File: src/pfsa_map.svh
// Purpose: Offsets, field positions, reset values and timing counts for flash self-access
// Assumes: Core clock 200 MHz, 5 ns period
// Notes:   Included by the unlock, timer and core files and by the testbench
`ifndef PFSA_MAP_SVH
`define PFSA_MAP_SVH

// ----------------------------------------
// Special-register select codes
// ----------------------------------------
`define PFSA_SEL_CTRL      3'h0
`define PFSA_SEL_KEY       3'h1
`define PFSA_SEL_LATCH     3'h2
`define PFSA_SEL_PTR_LO    3'h3
`define PFSA_SEL_PTR_MID   3'h4
`define PFSA_SEL_PTR_UP    3'h5
`define PFSA_SEL_FLAG2     3'h6

// ----------------------------------------
// Control field positions
// ----------------------------------------
`define PFSA_CTL_MEM       7
`define PFSA_CTL_CFG       6
`define PFSA_CTL_ERASE     4
`define PFSA_CTL_ERR       3
`define PFSA_CTL_PERMIT    2
`define PFSA_CTL_WSTART    1
`define PFSA_CTL_RSTART    0
`define PFSA_FLAG2_DONE    4
`define PFSA_CTL_RESET     8'h00

// ----------------------------------------
// Unlock keys and sizes
// ----------------------------------------
`define PFSA_KEY_FIRST     8'h55
`define PFSA_KEY_SECOND    8'hAA
`define PFSA_PTR_W         22
`define PFSA_WBLK_BYTES    8
`define PFSA_EBLK_BYTES    64

// ----------------------------------------
// Timing
// ----------------------------------------
`define PFSA_CLK_MHZ       200
`define PFSA_PROG_US       2000
`define PFSA_PROG_CYC      (`PFSA_PROG_US * `PFSA_CLK_MHZ)

`endif

File: src/pfsa_pkg.sv
// Purpose: Types for flash self-access
// Assumes: Offsets and counts come from pfsa_map.svh
// Notes:   Nothing is imported; users write pfsa_pkg::name
package pfsa_pkg;

	typedef enum logic [1:0] {
		PFSA_KEY_IDLE  = 2'b00,
		PFSA_KEY_HALF  = 2'b01,
		PFSA_KEY_OPEN  = 2'b10
	} pfsa_key_type;

	typedef enum logic [1:0] {
		PFSA_ST_IDLE   = 2'b00,
		PFSA_ST_WRITE  = 2'b01,
		PFSA_ST_ERASE  = 2'b10,
		PFSA_ST_EEWR   = 2'b11
	} pfsa_state_type;

	// Special-register access from the core
	typedef struct packed {
		logic       wr;
		logic       rd;
		logic [2:0] sel;
		logic [7:0] wdata;
	} pfsa_sfr_req_type;

	// Table operation from the core
	typedef struct packed {
		logic       rd;
		logic       wr;
		logic [1:0] mode;
	} pfsa_tbl_req_type;

	// Flash array command
	typedef struct packed {
		logic        rd;
		logic        prog;
		logic        erase;
		logic [21:0] addr;
	} pfsa_flash_cmd_type;

	localparam logic [1:0] PFSA_TM_KEEP    = 2'b00;
	localparam logic [1:0] PFSA_TM_POSTINC = 2'b01;
	localparam logic [1:0] PFSA_TM_POSTDEC = 2'b10;
	localparam logic [1:0] PFSA_TM_PREINC  = 2'b11;

endpackage

File: src/pfsa_unlock.sv
// Purpose: Unlock key port sequence tracker
// Assumes: Core writes keys as single-cycle strobes
// Notes:   No storage of key values; reads of the port give zero
`timescale 1ns/100ps
`include "pfsa_map.svh"
module pfsa_unlock (
	// Clock and reset
	input  wire logic       sys_clk_in,
	input  wire logic       nrst_in,
	// Key writes
	input  wire logic       key_wr_in,
	input  wire logic [7:0] key_data_in,
	input  wire logic       other_wr_in,
	input  wire logic       consume_in,
	// Status
	output logic            unlocked_out
);

	pfsa_pkg::pfsa_key_type key_reg;
	pfsa_pkg::pfsa_key_type key_next;

	// ----------------------------------------
	// Key sequence
	// ----------------------------------------
	// Expect 55h then AAh
	always_comb begin
		key_next = key_reg;
		if (consume_in) begin
			key_next = pfsa_pkg::PFSA_KEY_IDLE;
		end else if (key_wr_in) begin
			if (key_data_in == `PFSA_KEY_FIRST) begin
				key_next = pfsa_pkg::PFSA_KEY_HALF;
			end else if (key_data_in == `PFSA_KEY_SECOND && key_reg == pfsa_pkg::PFSA_KEY_HALF) begin
				key_next = pfsa_pkg::PFSA_KEY_OPEN;
			end else begin
				key_next = pfsa_pkg::PFSA_KEY_IDLE;
			end
		end else if (other_wr_in && key_reg == pfsa_pkg::PFSA_KEY_HALF) begin
			key_next = pfsa_pkg::PFSA_KEY_IDLE;
		end
	end

	always_ff @(posedge sys_clk_in) begin
		if (!nrst_in) begin
			key_reg <= pfsa_pkg::PFSA_KEY_IDLE;
		end else begin
			key_reg <= key_next;
		end
	end

	assign unlocked_out = (key_reg == pfsa_pkg::PFSA_KEY_OPEN);

endmodule

File: src/pfsa_timer.sv
// Purpose: Internal programming timer
// Assumes: Start is a single-cycle pulse while idle
// Notes:   Done pulses once when the count expires
`timescale 1ns/100ps
`include "pfsa_map.svh"
module pfsa_timer #(
	parameter int CYCLES = `PFSA_PROG_CYC
) (
	// Clock and reset
	input  wire logic sys_clk_in,
	input  wire logic nrst_in,
	// Control
	input  wire logic start_in,
	output logic      busy_out,
	output logic      done_out
);

	localparam int CW = $clog2(CYCLES + 1);
	localparam logic [CW-1:0] LAST = CW'(CYCLES - 1);

	logic [CW-1:0] cnt_reg;
	logic          run_reg;
	logic          done_reg;
	wire           expire = run_reg && (cnt_reg == LAST);

	// ----------------------------------------
	// Self-timed count
	// ----------------------------------------
	// Timer ends the operation
	always_ff @(posedge sys_clk_in) begin
		if (!nrst_in) begin
			cnt_reg  <= '0;
			run_reg  <= 1'b0;
			done_reg <= 1'b0;
		end else begin
			done_reg <= expire;
			if (start_in && !run_reg) begin
				run_reg <= 1'b1;
				cnt_reg <= '0;
			end else if (expire) begin
				run_reg <= 1'b0;
			end else if (run_reg) begin
				cnt_reg <= cnt_reg + CW'(1);
			end
		end
	end

	assign busy_out = run_reg;
	assign done_out = done_reg;

endmodule

File: src/pfsa_core.sv
// Purpose: Program flash self-access controller with table latch and control register
// Assumes: Core drives special-register and table requests synchronous to sys_clk_in
// Notes:   Array timing is owned by the internal programming timer
//
// Contract
// - Write in 8-byte blocks, erase 64-byte blocks, read one byte.
// - No whole-memory erase from user code; block erases only.
// - Stall instruction fetch while a write or erase runs; code stalls only for flash targets, not data EEPROM writes.
// - Internal programming timer ends every write and erase.
// - Any value is storable; invalid fetched words run as no-operation.
// - Data moves only through the 8-bit table latch, a byte each.
// - Table writes fill holding registers; array changes only on timed write.
// - Table operations use any byte address, no word alignment.
// - Unlock key port has no storage and reads as zero.
// - Control bit 7 one selects program flash, zero data EEPROM.
// - Control bit 6 one selects configuration space regardless of bit 7.
// - Row-erase bit 4 makes next start erase; completion clears it.
// - Write-permit bit 2 clear at power-up; writes need it set.
// - Error bit 3 set on aborted or improper write, clear on completion; reset clears it here, so a reset-aborted write leaves it 0.
// - Aborted write leaves both select bits unchanged; reset here clears bits 7 and 6 with the whole control register.
// - Write-start bit 1 set-only by software, cleared by hardware on completion.
// - Completion sets done flag bit 4 of flag register 2; software clears.
// - Read-start bit 0 set-only, one-cycle EEPROM read, refused if selects set.
// - Table pointer is 22 bits; top bit reaches configuration space.
// - Erase uses pointer bits 21 to 6 and ignores 5 to 0.
// - Timed write uses pointer bits 21 to 3 for the block.
`timescale 1ns/100ps
`include "pfsa_map.svh"
module pfsa_core #(
	parameter int PROG_CYCLES = `PFSA_PROG_CYC,
	parameter int HOLD_BYTES  = `PFSA_WBLK_BYTES
) (
	// Clock and reset
	input  wire logic                       sys_clk_in,
	input  wire logic                       nrst_in,
	// Core special-register and table access
	input  wire pfsa_pkg::pfsa_sfr_req_type sfr_req_in,
	input  wire pfsa_pkg::pfsa_tbl_req_type tbl_req_in,
	output logic [7:0]                      sfr_rdata_out,
	output logic                            fetch_stall_out,
	output logic                            ee_rd_strobe_out,
	// Flash array
	output pfsa_pkg::pfsa_flash_cmd_type    flash_cmd_out,
	output logic [63:0]                     flash_wdata_out,
	input  wire logic [7:0]                 flash_rdata_in
);

	localparam int HW = $clog2(HOLD_BYTES);

	// ----------------------------------------
	// Registers
	// ----------------------------------------
	logic [7:0]              ctrl_reg;
	logic [7:0]              latch_reg;
	logic [21:0]             ptr_reg;
	logic                    done_flag_reg;
	logic [7:0]              hold_reg [HOLD_BYTES];
	pfsa_pkg::pfsa_state_type st_reg;
	pfsa_pkg::pfsa_state_type st_next;
	logic [7:0]              rdata_reg;
	logic                    stall_reg;
	logic                    eerd_reg;
	pfsa_pkg::pfsa_flash_cmd_type cmd_reg;
	logic                    rd_pend_reg;
	logic                    err_arm_reg;

	// ----------------------------------------
	// Decode
	// ----------------------------------------
	function automatic logic hit(input pfsa_pkg::pfsa_sfr_req_type r, input logic [2:0] s);
		hit = r.wr && (r.sel == s);
	endfunction

	wire       wr_ctrl   = hit(sfr_req_in, `PFSA_SEL_CTRL);
	wire       wr_key    = hit(sfr_req_in, `PFSA_SEL_KEY);
	wire       wr_latch  = hit(sfr_req_in, `PFSA_SEL_LATCH);
	wire       wr_flag2  = hit(sfr_req_in, `PFSA_SEL_FLAG2);
	wire [7:0] wd        = sfr_req_in.wdata;
	wire       idle      = (st_reg == pfsa_pkg::PFSA_ST_IDLE);
	wire       unlocked;
	wire       tmr_busy;
	wire       tmr_done;
	wire       erase_sel = ctrl_reg[`PFSA_CTL_ERASE];
	wire       cfg_sel   = ctrl_reg[`PFSA_CTL_CFG];
	wire       mem_sel   = ctrl_reg[`PFSA_CTL_MEM];
	wire       permit    = ctrl_reg[`PFSA_CTL_PERMIT];
	wire       start_req = wr_ctrl && wd[`PFSA_CTL_WSTART] && !ctrl_reg[`PFSA_CTL_WSTART] && idle;
	wire       start_ok  = start_req && permit && unlocked;
	wire       start_bad = start_req && !(permit && unlocked);
	wire       rd_ok     = wr_ctrl && wd[`PFSA_CTL_RSTART] && !wd[`PFSA_CTL_MEM] && !wd[`PFSA_CTL_CFG] && idle;
	wire       flash_tgt = mem_sel || cfg_sel;
	wire       tbl_busy  = !idle;
	// 22-bit pointer, step on low 21
	wire [20:0] ptr_inc  = ptr_reg[20:0] + 21'h000001;
	wire [20:0] ptr_dec  = ptr_reg[20:0] - 21'h000001;
	wire [21:0] ptr_eff  = (tbl_req_in.mode == pfsa_pkg::PFSA_TM_PREINC) ? {ptr_reg[21], ptr_inc} : ptr_reg;

	pfsa_unlock u_unlock (
		.sys_clk_in   (sys_clk_in),
		.nrst_in      (nrst_in),
		.key_wr_in    (wr_key),
		.key_data_in  (wd),
		.other_wr_in  (sfr_req_in.wr && !wr_key && !start_req),
		.consume_in   (start_req),
		.unlocked_out (unlocked)
	);

	pfsa_timer #(
		.CYCLES (PROG_CYCLES)
	) u_timer (
		.sys_clk_in (sys_clk_in),
		.nrst_in    (nrst_in),
		.start_in   (start_ok),
		.busy_out   (tmr_busy),
		.done_out   (tmr_done)
	);

	// ----------------------------------------
	// Operation state
	// ----------------------------------------
	always_comb begin
		st_next = st_reg;
		case (st_reg)
			pfsa_pkg::PFSA_ST_IDLE: begin
				if (start_ok) begin
					if (!flash_tgt) begin
						st_next = pfsa_pkg::PFSA_ST_EEWR;
					end else if (erase_sel) begin
						st_next = pfsa_pkg::PFSA_ST_ERASE;
					end else begin
						st_next = pfsa_pkg::PFSA_ST_WRITE;
					end
				end
			end
			pfsa_pkg::PFSA_ST_WRITE,
			pfsa_pkg::PFSA_ST_ERASE,
			pfsa_pkg::PFSA_ST_EEWR: begin
				if (tmr_done) begin
					st_next = pfsa_pkg::PFSA_ST_IDLE;
				end
			end
			default: st_next = pfsa_pkg::PFSA_ST_IDLE;
		endcase
	end

	// ----------------------------------------
	// Control register
	// ----------------------------------------
	always_ff @(posedge sys_clk_in) begin
		if (!nrst_in) begin
			ctrl_reg    <= `PFSA_CTL_RESET;
			err_arm_reg <= 1'b0;
			st_reg      <= pfsa_pkg::PFSA_ST_IDLE;
		end else begin
			st_reg <= st_next;
			if (wr_ctrl) begin
				ctrl_reg[`PFSA_CTL_MEM]    <= wd[`PFSA_CTL_MEM];
				ctrl_reg[`PFSA_CTL_CFG]    <= wd[`PFSA_CTL_CFG];
				ctrl_reg[`PFSA_CTL_ERASE]  <= wd[`PFSA_CTL_ERASE];
				ctrl_reg[`PFSA_CTL_PERMIT] <= wd[`PFSA_CTL_PERMIT];
				ctrl_reg[`PFSA_CTL_ERR]    <= wd[`PFSA_CTL_ERR];
			end
			if (start_ok) begin
				ctrl_reg[`PFSA_CTL_WSTART] <= 1'b1;
				ctrl_reg[`PFSA_CTL_ERR]    <= 1'b1;
				err_arm_reg                <= 1'b1;
			end else if (tmr_done) begin
				ctrl_reg[`PFSA_CTL_WSTART] <= 1'b0;
				ctrl_reg[`PFSA_CTL_ERR]    <= 1'b0;
				err_arm_reg                <= 1'b0;
				if (st_reg == pfsa_pkg::PFSA_ST_ERASE) begin
					ctrl_reg[`PFSA_CTL_ERASE] <= 1'b0;
				end
			end
			if (start_bad) begin
				ctrl_reg[`PFSA_CTL_ERR] <= 1'b1;
			end
			ctrl_reg[`PFSA_CTL_RSTART] <= rd_ok;
			ctrl_reg[5] <= 1'b0;
		end
	end

	// ----------------------------------------
	// Table pointer, latch, holding registers
	// ----------------------------------------
	always_ff @(posedge sys_clk_in) begin
		if (!nrst_in) begin
			ptr_reg     <= '0;
			latch_reg   <= 8'h00;
			rd_pend_reg <= 1'b0;
		end else begin
			rd_pend_reg <= tbl_req_in.rd && !tbl_busy;
			if (hit(sfr_req_in, `PFSA_SEL_PTR_LO)) ptr_reg[7:0] <= wd;
			if (hit(sfr_req_in, `PFSA_SEL_PTR_MID)) ptr_reg[15:8] <= wd;
			if (hit(sfr_req_in, `PFSA_SEL_PTR_UP)) ptr_reg[21:16] <= wd[5:0];
			if (wr_latch) begin
				latch_reg <= wd;
			end else if (rd_pend_reg) begin
				latch_reg <= flash_rdata_in;
			end
			if ((tbl_req_in.rd || tbl_req_in.wr) && !tbl_busy) begin
				case (tbl_req_in.mode)
					pfsa_pkg::PFSA_TM_POSTINC,
					pfsa_pkg::PFSA_TM_PREINC: ptr_reg[20:0] <= ptr_inc;
					pfsa_pkg::PFSA_TM_POSTDEC: ptr_reg[20:0] <= ptr_dec;
					default: ptr_reg[20:0] <= ptr_reg[20:0];
				endcase
			end
		end
	end

	genvar gi;
	generate
		for (gi = 0; gi < HOLD_BYTES; gi++) begin : g_hold
			always_ff @(posedge sys_clk_in) begin
				if (!nrst_in) begin
					hold_reg[gi] <= 8'hFF;
				end else if (tbl_req_in.wr && !tbl_busy && ptr_eff[HW-1:0] == HW'(gi)) begin
					hold_reg[gi] <= latch_reg;
				end
			end
			assign flash_wdata_out[gi*8 +: 8] = hold_reg[gi];
		end
	endgenerate

	// ----------------------------------------
	// Outputs
	// ----------------------------------------
	always_ff @(posedge sys_clk_in) begin
		if (!nrst_in) begin
			rdata_reg     <= 8'h00;
			stall_reg     <= 1'b0;
			eerd_reg      <= 1'b0;
			cmd_reg       <= '0;
			done_flag_reg <= 1'b0;
		end else begin
			case (sfr_req_in.sel)
				`PFSA_SEL_CTRL:    rdata_reg <= ctrl_reg;
				`PFSA_SEL_LATCH:   rdata_reg <= latch_reg;
				`PFSA_SEL_PTR_LO:  rdata_reg <= ptr_reg[7:0];
				`PFSA_SEL_PTR_MID: rdata_reg <= ptr_reg[15:8];
				`PFSA_SEL_PTR_UP:  rdata_reg <= {2'b00, ptr_reg[21:16]};
				`PFSA_SEL_FLAG2:   rdata_reg <= {3'b000, done_flag_reg, 4'h0};
				default:           rdata_reg <= 8'h00;
			endcase
			stall_reg <= (st_next == pfsa_pkg::PFSA_ST_WRITE) || (st_next == pfsa_pkg::PFSA_ST_ERASE);
			eerd_reg  <= rd_ok;
			if (tmr_done) begin
				done_flag_reg <= 1'b1;
			end else if (wr_flag2) begin
				done_flag_reg <= wd[`PFSA_FLAG2_DONE];
			end
			cmd_reg.rd <= tbl_req_in.rd && !tbl_busy;
			// Erase never wider than a row
			cmd_reg.prog  <= tmr_done && (st_reg == pfsa_pkg::PFSA_ST_WRITE);
			cmd_reg.erase <= tmr_done && (st_reg == pfsa_pkg::PFSA_ST_ERASE);
			if (tbl_req_in.rd && !tbl_busy) begin
				cmd_reg.addr <= ptr_eff;
			end else if (st_reg == pfsa_pkg::PFSA_ST_ERASE) begin
				// Row from bits 21 to 6
				cmd_reg.addr <= {ptr_reg[21:6], 6'h00};
			end else if (st_reg == pfsa_pkg::PFSA_ST_WRITE) begin
				// Block from bits 21 to 3
				cmd_reg.addr <= {ptr_reg[21:3], 3'h0};
			end
		end
	end

	assign sfr_rdata_out    = rdata_reg;
	assign fetch_stall_out  = stall_reg;
	assign ee_rd_strobe_out = eerd_reg;
	assign flash_cmd_out    = cmd_reg;
endmodule

File: config.mk
export PLATFORM = sky130hd
export DESIGN_NAME = pfsa_core
export DESIGN_NICKNAME = d
export VERILOG_FILES = /design/src/pfsa_pkg.sv /design/src/pfsa_unlock.sv /design/src/pfsa_timer.sv /design/src/pfsa_core.sv
export VERILOG_INCLUDE_DIRS = /design/src
export SDC_FILE = /design/constraint.sdc
export NUM_CORES = 1
export LEC_CHECK = 0
export ABC_AREA = 1
export BUFFER_PORTS_ARGS = -buffer_cell sky130_fd_sc_hd__buf_2
export CELL_PAD_IN_SITES_DETAIL_PLACEMENT = 1
export CELL_PAD_IN_SITES_GLOBAL_PLACEMENT = 1
export CORE_MARGIN = 1
export CORE_UTILIZATION = 40
export DETAILED_ROUTE_END_ITERATION = 6
export GPL_TIMING_DRIVEN = 0
export PLACE_DENSITY = 0.86
export REMOVE_ABC_BUFFERS = 1
export SLEW_MARGIN = 30
export SYNTH_ARGS = -nofsm -noshare
export SYNTH_HDL_FRONTEND = slang
export SYNTH_SLANG_ARGS = --single-unit
File: constraint.sdc
create_clock -name sys_clk_in -period 2.05 [get_ports sys_clk_in]
set_input_delay 0.205 -clock sys_clk_in [delete_from_list [all_inputs] [get_ports sys_clk_in]]
set_output_delay 0.205 -clock sys_clk_in [all_outputs]
set_load 0.02 [all_outputs]
==> results of run 1 <==
path summary, 6_finish.rpt:
| kind | start | endpoint | cells after the start |
|---|---|---|---|
| setup / recovery | ptr_reg[0] | hold_reg[0][10] | 8 |
| setup reg to reg | ptr_reg[0] | hold_reg[0][10] | 8 |
| hold reg to reg | ctrl_reg[1] | ctrl_reg[1] | 2 |
| hold / removal | sfr_req_in[7] | ctrl_reg[0] | 2 |
timing repair:
| action | 4_1_cts | 5_1_grt |
|---|---|---|
| setup endpoints to repair | 162 | 147 |
| endpoints found under the hold margin | 0 | 0 |
| pin swaps | 3 | 8 |
| resized for setup | 18 | 31 |
| buffers inserted | 0 | 3 |
| gates cloned | 0 | 2 |
synth_stat cells (17+ instances only):
master,number
edfxtp_1,64
nor3_1,17
buf_2,17
o21ai_0,76
a21oi_1,83
nand3_1,89
nand2_1,250
nor2_1,130
o21ai_1,17
nand4_1,24
inv_1,76
dfxtp_1,97
metrics by stage:
stage	setup TNS [ns]	util, %
after global placement	-57.45	44.5
after detailed placement	-23.38	44.5
after global routing	-1.72	48.6
after floorplan	0	-
after CTS	-0.00510	47.9
final	-0.0353	48.6
worst max-delay path, cell delays in order (launching register included):
cell and delay (ns):
dfxtp_4 0.40, inv_4 0.07, ha_1 0.29, inv_1 0.13, o21ai_4 0.10, nor2_1 0.30, nand2_1 0.21, nor2_4 0.23
nand2_1 0.09
cell type report:
| class | instances | area share (%) |
|---|---|---|
| clock buffer | 17 | 4.33 |
| clock inverter | 15 | 2.00 |
| inverter | 92 | 3.59 |
| multi-input combinational | 785 | 40.6 |
| sequential | 161 | 39.5 |
| tap | 270 | 3.44 |
| timing repair buffer | 127 | 6.57 |
cells by family (layout without fill, tap and decap cells):
kind of cell / count (synthesis) / after routing / share of synthesized area [%]
flip-flops: 161 / 161 / 46.8
AO/OA/AOI/OAI: 210 / 210 / 13.7
XOR/XNOR: 22 / 22 / 2.33
AND/OR/NAND/NOR: 548 / 550 / 29.8
buffers and inverters: 134 / 251 / 6.92
adder cells (fa/ha/maj): 3 / 3 / 0.454
power by group through the flow:
stage	Sequential [mW]	Clock, mW	Combinational [mW]
2_1_floorplan	3.73	0	0.707
3_3_place_gp	3.68	0	1.15
3_5_place_dp	3.69	0	1.19
4_1_cts	3.62	3.39	1.21
5_1_grt	3.65	3.51	1.40
6_report	3.63	3.38	1.28
layer usage:
| layer | GRT usage [%] | share of wire (%) |
|---|---|---|
| met1 | 34.4 | 42 |
| met2 | 44.1 | 49 |
| met3 | 4.73 | 6.2 |
| met4 | 11.3 | 2.5 |
| met5 | 0 | 0 |
==> summary.txt, run 1 <==
Yosys
  – Yosys cell types: 45
  – Mapped cell area: 8260 um^2
  – Synth Area per Inst: around 7.7 um^2
  – Cell accounting for the most synthesized area: dfxtp_1
  – Number of flops mapped to enable cells by yosys: 64
  – Post-synthesis sequential area ratio: 46.8%
  – Synth top area share: 23.5%
  – Yosys reg bits: around 160
  – Ys async rst share: 0%
  – Cell count after synthesis: 1078
  – Synth top area cells: dfxtp_1 (24%), edfxtp_1 (23%), nand2_1 (11%)
  – Ys flop type: dfxtp_1
  – Synth Warn #: 0

Layout
  – Fillers: between 2000 and 3000
  – Area of the multi-input gates: roughly 4000 um^2
  – Layout cells sized above 1: 20.0%
  – Area growth from synthesis to layout: 18.9%
  – Most common cell after layout, fill and taps aside: nand2_1
  – Max reg flops: 64
  – # diodes: 0
  – Non-Filler Instances: between 1000 and 1500
  – Most frequent cells in the layout: nand2_1 (234), nor2_1 (123), buf_2 (123)
  – Seq. cell area: slightly below 4000 um^2
  – Design area: 9820 um^2
  – Final net count: approximately 1200

Pwr
  – Pint: 5.60 mW
  – Cell leakage power: around 3.5 nW
  – Power density cells: approximately 840 nW/um^2
  – Clk pwr share: a little over 40%
  – Max VDD drop: roughly 0.00063 V
  – P_sw: approximately 2.7 mW
  – Reg power frac: 43.8%
  – Design Power: just over 8 mW
  – Sw frac: about 32%
  – Combinational Power Share: ~15%

Die
  – Die Width: 146 um
  – Std cell rows: 52
  – Initial Util: just over 40%
  – Die area: about 21000 um^2
  – DIE HEIGHT: about 150 um
  – Io pins: 126
  – Core area: between 20000 and 25000 um^2

Timing
  – Min Tclk post-route: ~2.1 ns
  – Final Hold Viols: 0
  – Fin Hold WS: roughly 0.010 ns
  – Clk_skew: ~0.014 ns
  – Final WS setup: -0.0172 ns
  – Final slew viol count: 0
  – RSZ-0062 raised after global routing: yes
  – Max_slew headroom: 36.5%
  – Worst Tran Pin Value: approximately 0.95 ns
  – Tcrit/Tclk final: 101%
  – Setup violations, final: 4
  – Fmax: roughly 0.48 GHz

Route
  – Antenna-violating nets left: 0
  – Via/cell ratio: 5.61
  – DRC Markers: 0
  – DR WL/cell: about 20 um
  – WL final: 28900 um
  – DR iter-0 viols: 600
  – Via count: slightly above 8000
  – DRT Pass-1 Iters: 7

CTS
  – Sink Count: roughly 160
  – Clock Latency Late Sink: 0.44 ns
  – Max clock buf depth: 2
  – Clk root buf: clkbuf_16
  – Hold-fix buffers, CTS: 0
  – TritonCTS clock tree: done
  – TritonCTS Buffers: 17
  – H-Tree Depth: 4
  – CTS clk-pin slew, worst paths: 0.08 ns

Placement
  – Dpl hpwl: roughly 20000 um
  – Dpl cells: about 1400
  – Gp weighted congestion: slightly above 0.9
  – DP Area: ~9000 um^2
  – Port Buffers: 124
  – Pre-CTS setup slack: -0.323 ns

Outcome
  – Violations in the final reports: negative setup slack
  – Status: complete, but fails checks

Critical path
  – WS Path Type: register to register
  – CP endpoint kind: register
  – CP arrival: 2.26 ns
  – Startpoint types: register
  – Worst R2R Setup Slack: -0.02 ns
  – CP max FO: 8
  – Worst Path Required: 2.24 ns

Min path
  – Min-delay worst type: input port to register

Global route
  – Global route overflow: 0
  – Total GRT Usage: a little over a quarter
  – Vias in the first global route: between 8000 and 9000
  – First-pass GRT wire length: 44400 um
  – Initial antenna violation count: 0
  – Pin count of the biggest net entering global routing: 60

Job
  – Maxcap violations: 0
Power figures use the tool's default switching activity.
==> inputs of run 2 (changes only) <==
--- a/config.mk
+++ b/config.mk
@@ -7,14 +7,15 @@
 export NUM_CORES = 1
 export LEC_CHECK = 0
 export ABC_AREA = 1
+export ABC_CLOCK_PERIOD_IN_PS = 2050
 export BUFFER_PORTS_ARGS = -buffer_cell sky130_fd_sc_hd__buf_2
-export CELL_PAD_IN_SITES_DETAIL_PLACEMENT = 1
-export CELL_PAD_IN_SITES_GLOBAL_PLACEMENT = 1
+export CELL_PAD_IN_SITES_DETAIL_PLACEMENT = 0
+export CELL_PAD_IN_SITES_GLOBAL_PLACEMENT = 2
 export CORE_MARGIN = 1
-export CORE_UTILIZATION = 40
+export CORE_UTILIZATION = 33
 export DETAILED_ROUTE_END_ITERATION = 6
 export GPL_TIMING_DRIVEN = 0
-export PLACE_DENSITY = 0.86
+export PLACE_DENSITY = 0.89
 export REMOVE_ABC_BUFFERS = 1
 export SLEW_MARGIN = 30
 export SYNTH_ARGS = -nofsm -noshare
==> run 2 against run 1 <==
The flow now finishes without violations. First-iteration DRC count is 1.8% higher. Die area is 21% higher. Sequential share of layout area is 0.16 points lower. Clock skew is 0.0059 ns higher. Critical path depth is 1 higher. Hold slack better by 0.031 ns. Cell count is 3.7% higher. Cell area is 0.38% higher. Clock-buffer cell count stayed put. Maximum frequency is 3.6% higher. Critical endpoint is now hold_reg[0][30]. Highest routed layer unchanged.
==> summary.txt, run 2 (synthesis gave the netlist of run 1 again) <==
Placement
  – Port Buffers: 124 (unchanged)
  – DP Area: 9080 um^2 (+0.75%)
  – Dpl hpwl: 18200 um (-9.1%)
  – Gp weighted congestion: 0.860 (-5.7%)

CTS
  – CTS clk-pin slew, worst paths: 0.08 ns (about the same)
  – Sink Count: 161 (unchanged)
  – Clk root buf: clkbuf_16
  – Setup repair bufs after CTS: 0 (unchanged)
  – TritonCTS Buffers: 17 (unchanged)
  – H-Tree Depth: 4 (unchanged)
  – Max clock buf depth: 2 (unchanged)
  – TritonCTS clock tree: done
  – Clock Latency Late Sink: 0.45 ns (about the same)

Pwr
  – Cell leakage power: 3.44 nW (-0.91%)
  – Design Power: 8.23 mW (-0.74%)
  – Power density cells: 835 nW/um^2 (-1.1%)
  – Max VDD drop: 0.000479 V (-24%)

Timing
  – RSZ-0062 raised after global routing: yes
  – Worst Tran Pin Value: 0.917 ns (-0.0345 ns)
  – Clk_skew: 0.0194 ns (+0.00591 ns)
  – Fmax: 0.501 GHz (+3.6%)
  – Final slew viol count: 0 (unchanged)
  – Max_slew headroom: 38.8% (+2.3 points)
  – Setup violations, final: 0 (-4)
  – Tcrit/Tclk final: 97.4% (-3.5 points)
  – Total negative slack: 0 ns (+0.0353 ns)
  – Min Tclk post-route: 2.00 ns (-0.0715 ns)
  – Final Hold Viols: 0 (unchanged)

Critical path
  – Worst Path Required: 2.24 ns (about the same)
  – WS Path Type: register to register
  – FF-to-FF End: hold_reg[0][30]
  – Worst R2R Setup Slack: 0.05 ns (+0.07 ns)
  – Startpoint types: register
  – CP arrival: 2.19 ns (-0.07 ns)
  – CP max FO: 8 (unchanged)
  – R2R depth: 9 (+1)
  – R2r startpoint: ptr_reg[0]
  – CP endpoint kind: register

Die
  – Initial Util: 33.8% (-7.1 points)
  – Die Width: 160 um (+10%)
  – Std cell rows: 57 (+9.6%)
  – Die area: 25700 um^2 (+21%)
  – DIE HEIGHT: 160 um (+10%)
  – Io pins: 126 (unchanged)
  – Core area: 24500 um^2 (+21%)

Layout
  – Most frequent cells in the layout: nand2_1 (239), nor2_1 (125), buf_2 (123)
  – Max reg flops: 64 (unchanged)
  – Layout cells sized above 1: 19.4% (-0.57 points)
  – Most common cell after layout, fill and taps aside: nand2_1
  – Design area: 9860 um^2 (+0.38%)
  – Area growth from synthesis to layout: 19.4%
  – Final net count: 1213 (-0.082%)

Min path
  – HP Start: flash_rdata_in[1]
  – Hold endpoint: latch_reg[1]
  – Hold Path Stages: 3 (+1)
  – Min-delay worst type: input port to register

Outcome
  – Status: completed

Route
  – WL final: 26000 um (-9.9%)
  – DR WL/cell: 17.1 um (-13%)
  – Via count: 7665 (-6.9%)
  – Antenna-violating nets left: 0 (unchanged)
  – Via/cell ratio: 5.04 (-10%)
  – DRC Markers: 0 (unchanged)
  – DRT Pass-1 Iters: 5 (-2)
  – DR iter-0 viols: 611 (+1.8%)

Global route
  – Total GRT Usage: 20.5% (-6.1 points)
  – First-pass GRT wire length: 40900 um (-7.9%)
  – Vias in the first global route: 7276 (-12%)
  – Pin count of the biggest net entering global routing: 60 (unchanged)
  – Met1 usage: 28.3% (-6.1 points)
  – Top Usage Layer GRT: met2
  – GR met3 Demand/Resource: 3.61% (-1.1 points)
  – Global route overflow: 0 (unchanged)
  – Initial antenna violation count: 1 (+1)
  – Routing usage on met2: 33.1% (-11 points)

Job
  – Maxcap violations: 0 (unchanged)
## run 2: where the power goes
group / switching, mW / leakage (nW) / internal [mW]
clock: 1.61 / 0.302 / 1.78
sequential: 0.151 / 1.26 / 3.47
combinational: 0.876 / 1.88 / 0.344
total: 2.63 / 3.44 / 5.60
## run 2: area by class of cell
cell class / instances / area, um^2
flip-flops and latches: 161 / 3880
diodes: 1 / 2.50
repair buffers: 125 / 633
well taps: 324 / 405
clock buffers: 17 / 425
clock inverters: 15 / 201
fillers: 2547 / 14600
inverters: 92 / 350
multi-input cells: 786 / 3970
## run 2: how the worst max path moves through the flow
stage / startpoint / to / cells after the start
2_1_floorplan: u_timer.cnt_reg[0] / u_timer.cnt_reg[2] / 9
3_3_place_gp: st_reg[1] / flash_cmd_out[11] / 6
3_5_place_dp: u_timer.cnt_reg[0] / u_timer.cnt_reg[2] / 9
4_1_cts: ptr_reg[0] / hold_reg[1][19] / 9
5_1_grt: ptr_reg[0] / hold_reg[0][29] / 9
6_report: ptr_reg[0] / hold_reg[0][30] / 9
## run 2: stage by stage
step | worst slack (ns) | util (%) | instances | hold WS [ns]
after floorplan | 0.0280 | - | 1036 | 0.282
after global placement | -0.966 | 37.1 | 1484 | 0.446
after detailed placement | -0.267 | 37.1 | 1484 | 0.446
after CTS | 0.0140 | 40.0 | 1518 | 0.0382
after global routing | -0.0317 | 40.3 | 1520 | 0.0587
final | 0.0543 | 40.3 | 1521 | 0.0411
## run 2: routing by layer
metal | part of all wire (%) | vias to the layer above
met1 | 48 | 3563
met3 | 5.0 | 23
met2 | 45 | 232
li1 | - | 3847
met5 | 0 | -
met4 | 1.6 | 0
## run 2: repair_timing
item	4_1_cts	5_1_grt
endpoints found under the setup margin	169	127
resized for setup	16	21
cloned	1	2
endpoints found under the hold margin	1	0
pin swaps	4	4
hold buffers	1	0
## run 2: worst max-delay path, cell delays in order, from the launching register on
cell and delay, ns:
dfxtp_4 0.42, inv_2 0.10, ha_1 0.29, inv_1 0.07
o21ai_4 0.19, inv_2 0.09, nor2_1 0.16, nand2_1 0.16
nor2_4 0.20, nand2_1 0.08
==> inputs of run 3 (changes only) <==
--- a/config.mk
+++ b/config.mk
@@ -7,15 +7,16 @@
 export NUM_CORES = 1
 export LEC_CHECK = 0
 export ABC_AREA = 1
-export ABC_CLOCK_PERIOD_IN_PS = 2050
+export ABC_CLOCK_PERIOD_IN_PS = 2550
 export BUFFER_PORTS_ARGS = -buffer_cell sky130_fd_sc_hd__buf_2
 export CELL_PAD_IN_SITES_DETAIL_PLACEMENT = 0
 export CELL_PAD_IN_SITES_GLOBAL_PLACEMENT = 2
 export CORE_MARGIN = 1
-export CORE_UTILIZATION = 33
+export CORE_UTILIZATION = 36
+export CTS_CLUSTER_SIZE = 30
 export DETAILED_ROUTE_END_ITERATION = 6
 export GPL_TIMING_DRIVEN = 0
-export PLACE_DENSITY = 0.89
+export PLACE_DENSITY = 0.95
 export REMOVE_ABC_BUFFERS = 1
 export SLEW_MARGIN = 30
 export SYNTH_ARGS = -nofsm -noshare
==> constraint.sdc (replaced) <==
create_clock -name sys_clk_in -period 2.55 [get_ports sys_clk_in]
set_input_delay 0.255 -clock sys_clk_in [delete_from_list [all_inputs] [get_ports sys_clk_in]]
set_output_delay 0.255 -clock sys_clk_in [all_outputs]
set_load 0.02 [all_outputs]
==> run 3 against run 2 <==
Clock power is 22% lower. Clock skew down 0.0046 ns. Core utilization is 2.6 points higher. Register-to-register slack better by 0.17 ns. Setup slack improved by 0.17 ns. Cell count is 2.7% lower. Non-clock buffer count is the same. Critical path type unchanged. Largest power group unchanged. Highest routed layer unchanged.
==> summary.txt, run 3 (synthesis gave the netlist of run 1 again) <==
Timing
  – Worst Tran Pin Value: 0.944 ns (+0.0277 ns)
  – Final Hold Viols: 0 (unchanged)
  – Setup violations, final: 0 (unchanged)
  – Min Tclk post-route: 2.32 ns (+0.329 ns)
  – Fin Hold WS: 0.0411 ns (+0.0000514 ns)
  – Final slew viol count: 0 (unchanged)
  – Tcrit/Tclk final: 91.2% (-6.2 points)
  – Clk_skew: 0.0148 ns (-0.00460 ns)
  – Max_slew headroom: 37.0% (-1.9 points)
  – Fmax: 0.430 GHz (-14%)
  – RSZ-0062 raised after global routing: no

Critical path
  – CP Launch Point: ptr_reg[0]
  – Kind of cell adding the most delay to the critical path: simple AND/OR/NAND/NOR gates
  – CP arrival: 2.42 ns (+0.23 ns)
  – R2R depth: 8 (-1)
  – CP dominant cell by count: inv_1
  – WS Path Type: register to register
  – CP max FO: 8 (unchanged)
  – WP depth: 8 (-1)
  – Crit-path cells: inv_1, ha_1, inv_1, o21ai_2, inv_1, nor2_1, nand2_1, nand2_1
  – CP endpoint: hold_reg[1][21]
  – R2r startpoint: ptr_reg[0]
  – Worst Path Required: 2.64 ns (+0.40 ns)
  – Worst R2R Setup Slack: 0.23 ns (+0.17 ns)
  – Startpoint types: register
  – FF-to-FF End: hold_reg[1][21]
  – Largest stage delay, worst path: 0.48 ns (+0.06 ns)
  – CP max-delay cell: dfxtp_1
  – Worst path bufs/invs: 3 (unchanged)
  – CP endpoint kind: register

Placement
  – DP Area: 9060 um^2 (-0.23%)
  – Port Buffers: 124 (unchanged)
  – Gp weighted congestion: 0.852 (-0.88%)
  – Dpl hpwl: 18200 um (-0.11%)

Pwr
  – Cell leakage power: 3.43 nW (-0.37%)
  – Max VDD drop: 0.000414 V (-14%)
  – Power density cells: 674 nW/um^2 (-19%)

Layout
  – Final net count: 1210 (-0.25%)
  – Max reg flops: 64 (unchanged)
  – Fillers: 2321 (-8.9%)
  – Design area: 9680 um^2 (-1.8%)
  – Layout cells sized above 1: 17.1% (-2.3 points)
  – Most frequent cells in the layout: nand2_1 (249), nor2_1 (128), buf_2 (123)
  – Area growth from synthesis to layout: 17.2%
  – Most common cell after layout, fill and taps aside: nand2_1

Die
  – Io pins: 126 (unchanged)
  – Die Width: 153 um (-4.2%)
  – Die area: 23600 um^2 (-8.2%)
  – DIE HEIGHT: 153 um (-4.2%)
  – Std cell rows: 55 (-3.5%)
  – Initial Util: 36.6% (+2.8 points)
  – Core area: 22600 um^2 (-7.7%)

Route
  – Antenna-violating nets left: 0 (unchanged)
  – DR WL/cell: 17.2 um (+0.81%)
  – Via count: 7617 (-0.63%)
  – Via/cell ratio: 5.15 (+2.1%)
  – WL final: 25500 um (-1.9%)
  – DR iter-0 viols: 683 (+12%)
  – DRC Markers: 0 (unchanged)
  – DRT Pass-1 Iters: 6 (+1)

Global route
  – Total GRT Usage: 22.1% (+1.5 points)
  – First-pass GRT wire length: 40500 um (-1.1%)
  – Global route overflow: 0 (unchanged)
  – Vias in the first global route: 7256 (-0.27%)
  – Initial antenna violation count: 1 (unchanged)
  – Pin count of the biggest net entering global routing: 60 (unchanged)

CTS
  – TritonCTS clock tree: done
  – TritonCTS Buffers: 17 (unchanged)
  – Clock Latency Late Sink: 0.44 ns (about the same)
  – Clk root buf: clkbuf_16
  – Max clock buf depth: 2 (unchanged)
  – H-Tree Depth: 4 (unchanged)
  – Hold-fix buffers, CTS: 0 (-1)
  – CTS clk-pin slew, worst paths: 0.08 ns (about the same)
  – Sink Count: 161 (unchanged)

Job
  – Maxcap violations: 0 (unchanged)

Min path
  – Min-delay worst type: input port to register

Outcome
  – Status: completed
## run 3: what timing repair did
| action | 4_1_cts | 5_1_grt |
|---|---|---|
| buffers inserted | 0 | 0 |
| endpoints found under the setup margin | 0 | 1 |
| resized for setup | 0 | 1 |
## run 3: cell type report
class	count	area, um^2	share of cell area, %
inverter	92	350	3.62
clock inverter	15	189	1.95
sequential	161	3860	39.9
timing repair buffer	125	651	6.72
antenna	2	5.00	0.0517
multi-input combinational	783	3840	39.7
tap	285	357	3.68
clock buffer	17	425	4.39
## run 3: how the worst min path moves through the flow
stage	startpoint	to	slack, ns	cells after the start
after floorplan	sfr_req_in[7]	ctrl_reg[0]	0.33	1
after global placement	ctrl_reg[3]	ctrl_reg[3]	0.45	2
after detailed placement	ctrl_reg[3]	ctrl_reg[3]	0.45	2
after CTS	sfr_req_in[7]	ctrl_reg[0]	0.04	2
after global routing	sfr_req_in[7]	ctrl_reg[0]	0.05	2
final	sfr_req_in[7]	ctrl_reg[0]	0.04	2
## run 3: routing by layer
layer	up-vias	GRT usage [%]	part of all wire (%)
met2	231	34.7	45
met5	-	0	0
met1	3528	31.1	48
li1	3833	-	-
met4	0	5.86	1.4
met3	25	3.66	5.4
## run 3: power by group
group | internal (mW) | leakage (nW) | switching, mW | total (mW)
combinational | 0.268 | 1.87 | 0.685 | 0.954
sequential | 2.79 | 1.25 | 0.120 | 2.91
clock | 1.35 | 0.299 | 1.31 | 2.66
total | 4.41 | 3.43 | 2.12 | 6.52
## run 3: metrics by stage
| step | worst slack, ns | TNS [ns] | power (mW) | instances | util, % |
|---|---|---|---|---|---|
| finish | 0.225 | 0 | 6.52 | 1480 | 42.9 |
| global route | 0.0178 | 0 | 6.80 | 1479 | 42.9 |
| CTS | 0.208 | 0 | 6.55 | 1478 | 42.9 |
| detailed placement | 0.258 | 0 | 3.91 | 1446 | 40.1 |
| global placement | -0.641 | -7.60 | 3.90 | 1445 | 39.9 |
| floorplan | 0.528 | 0 | 3.57 | 1036 | - |
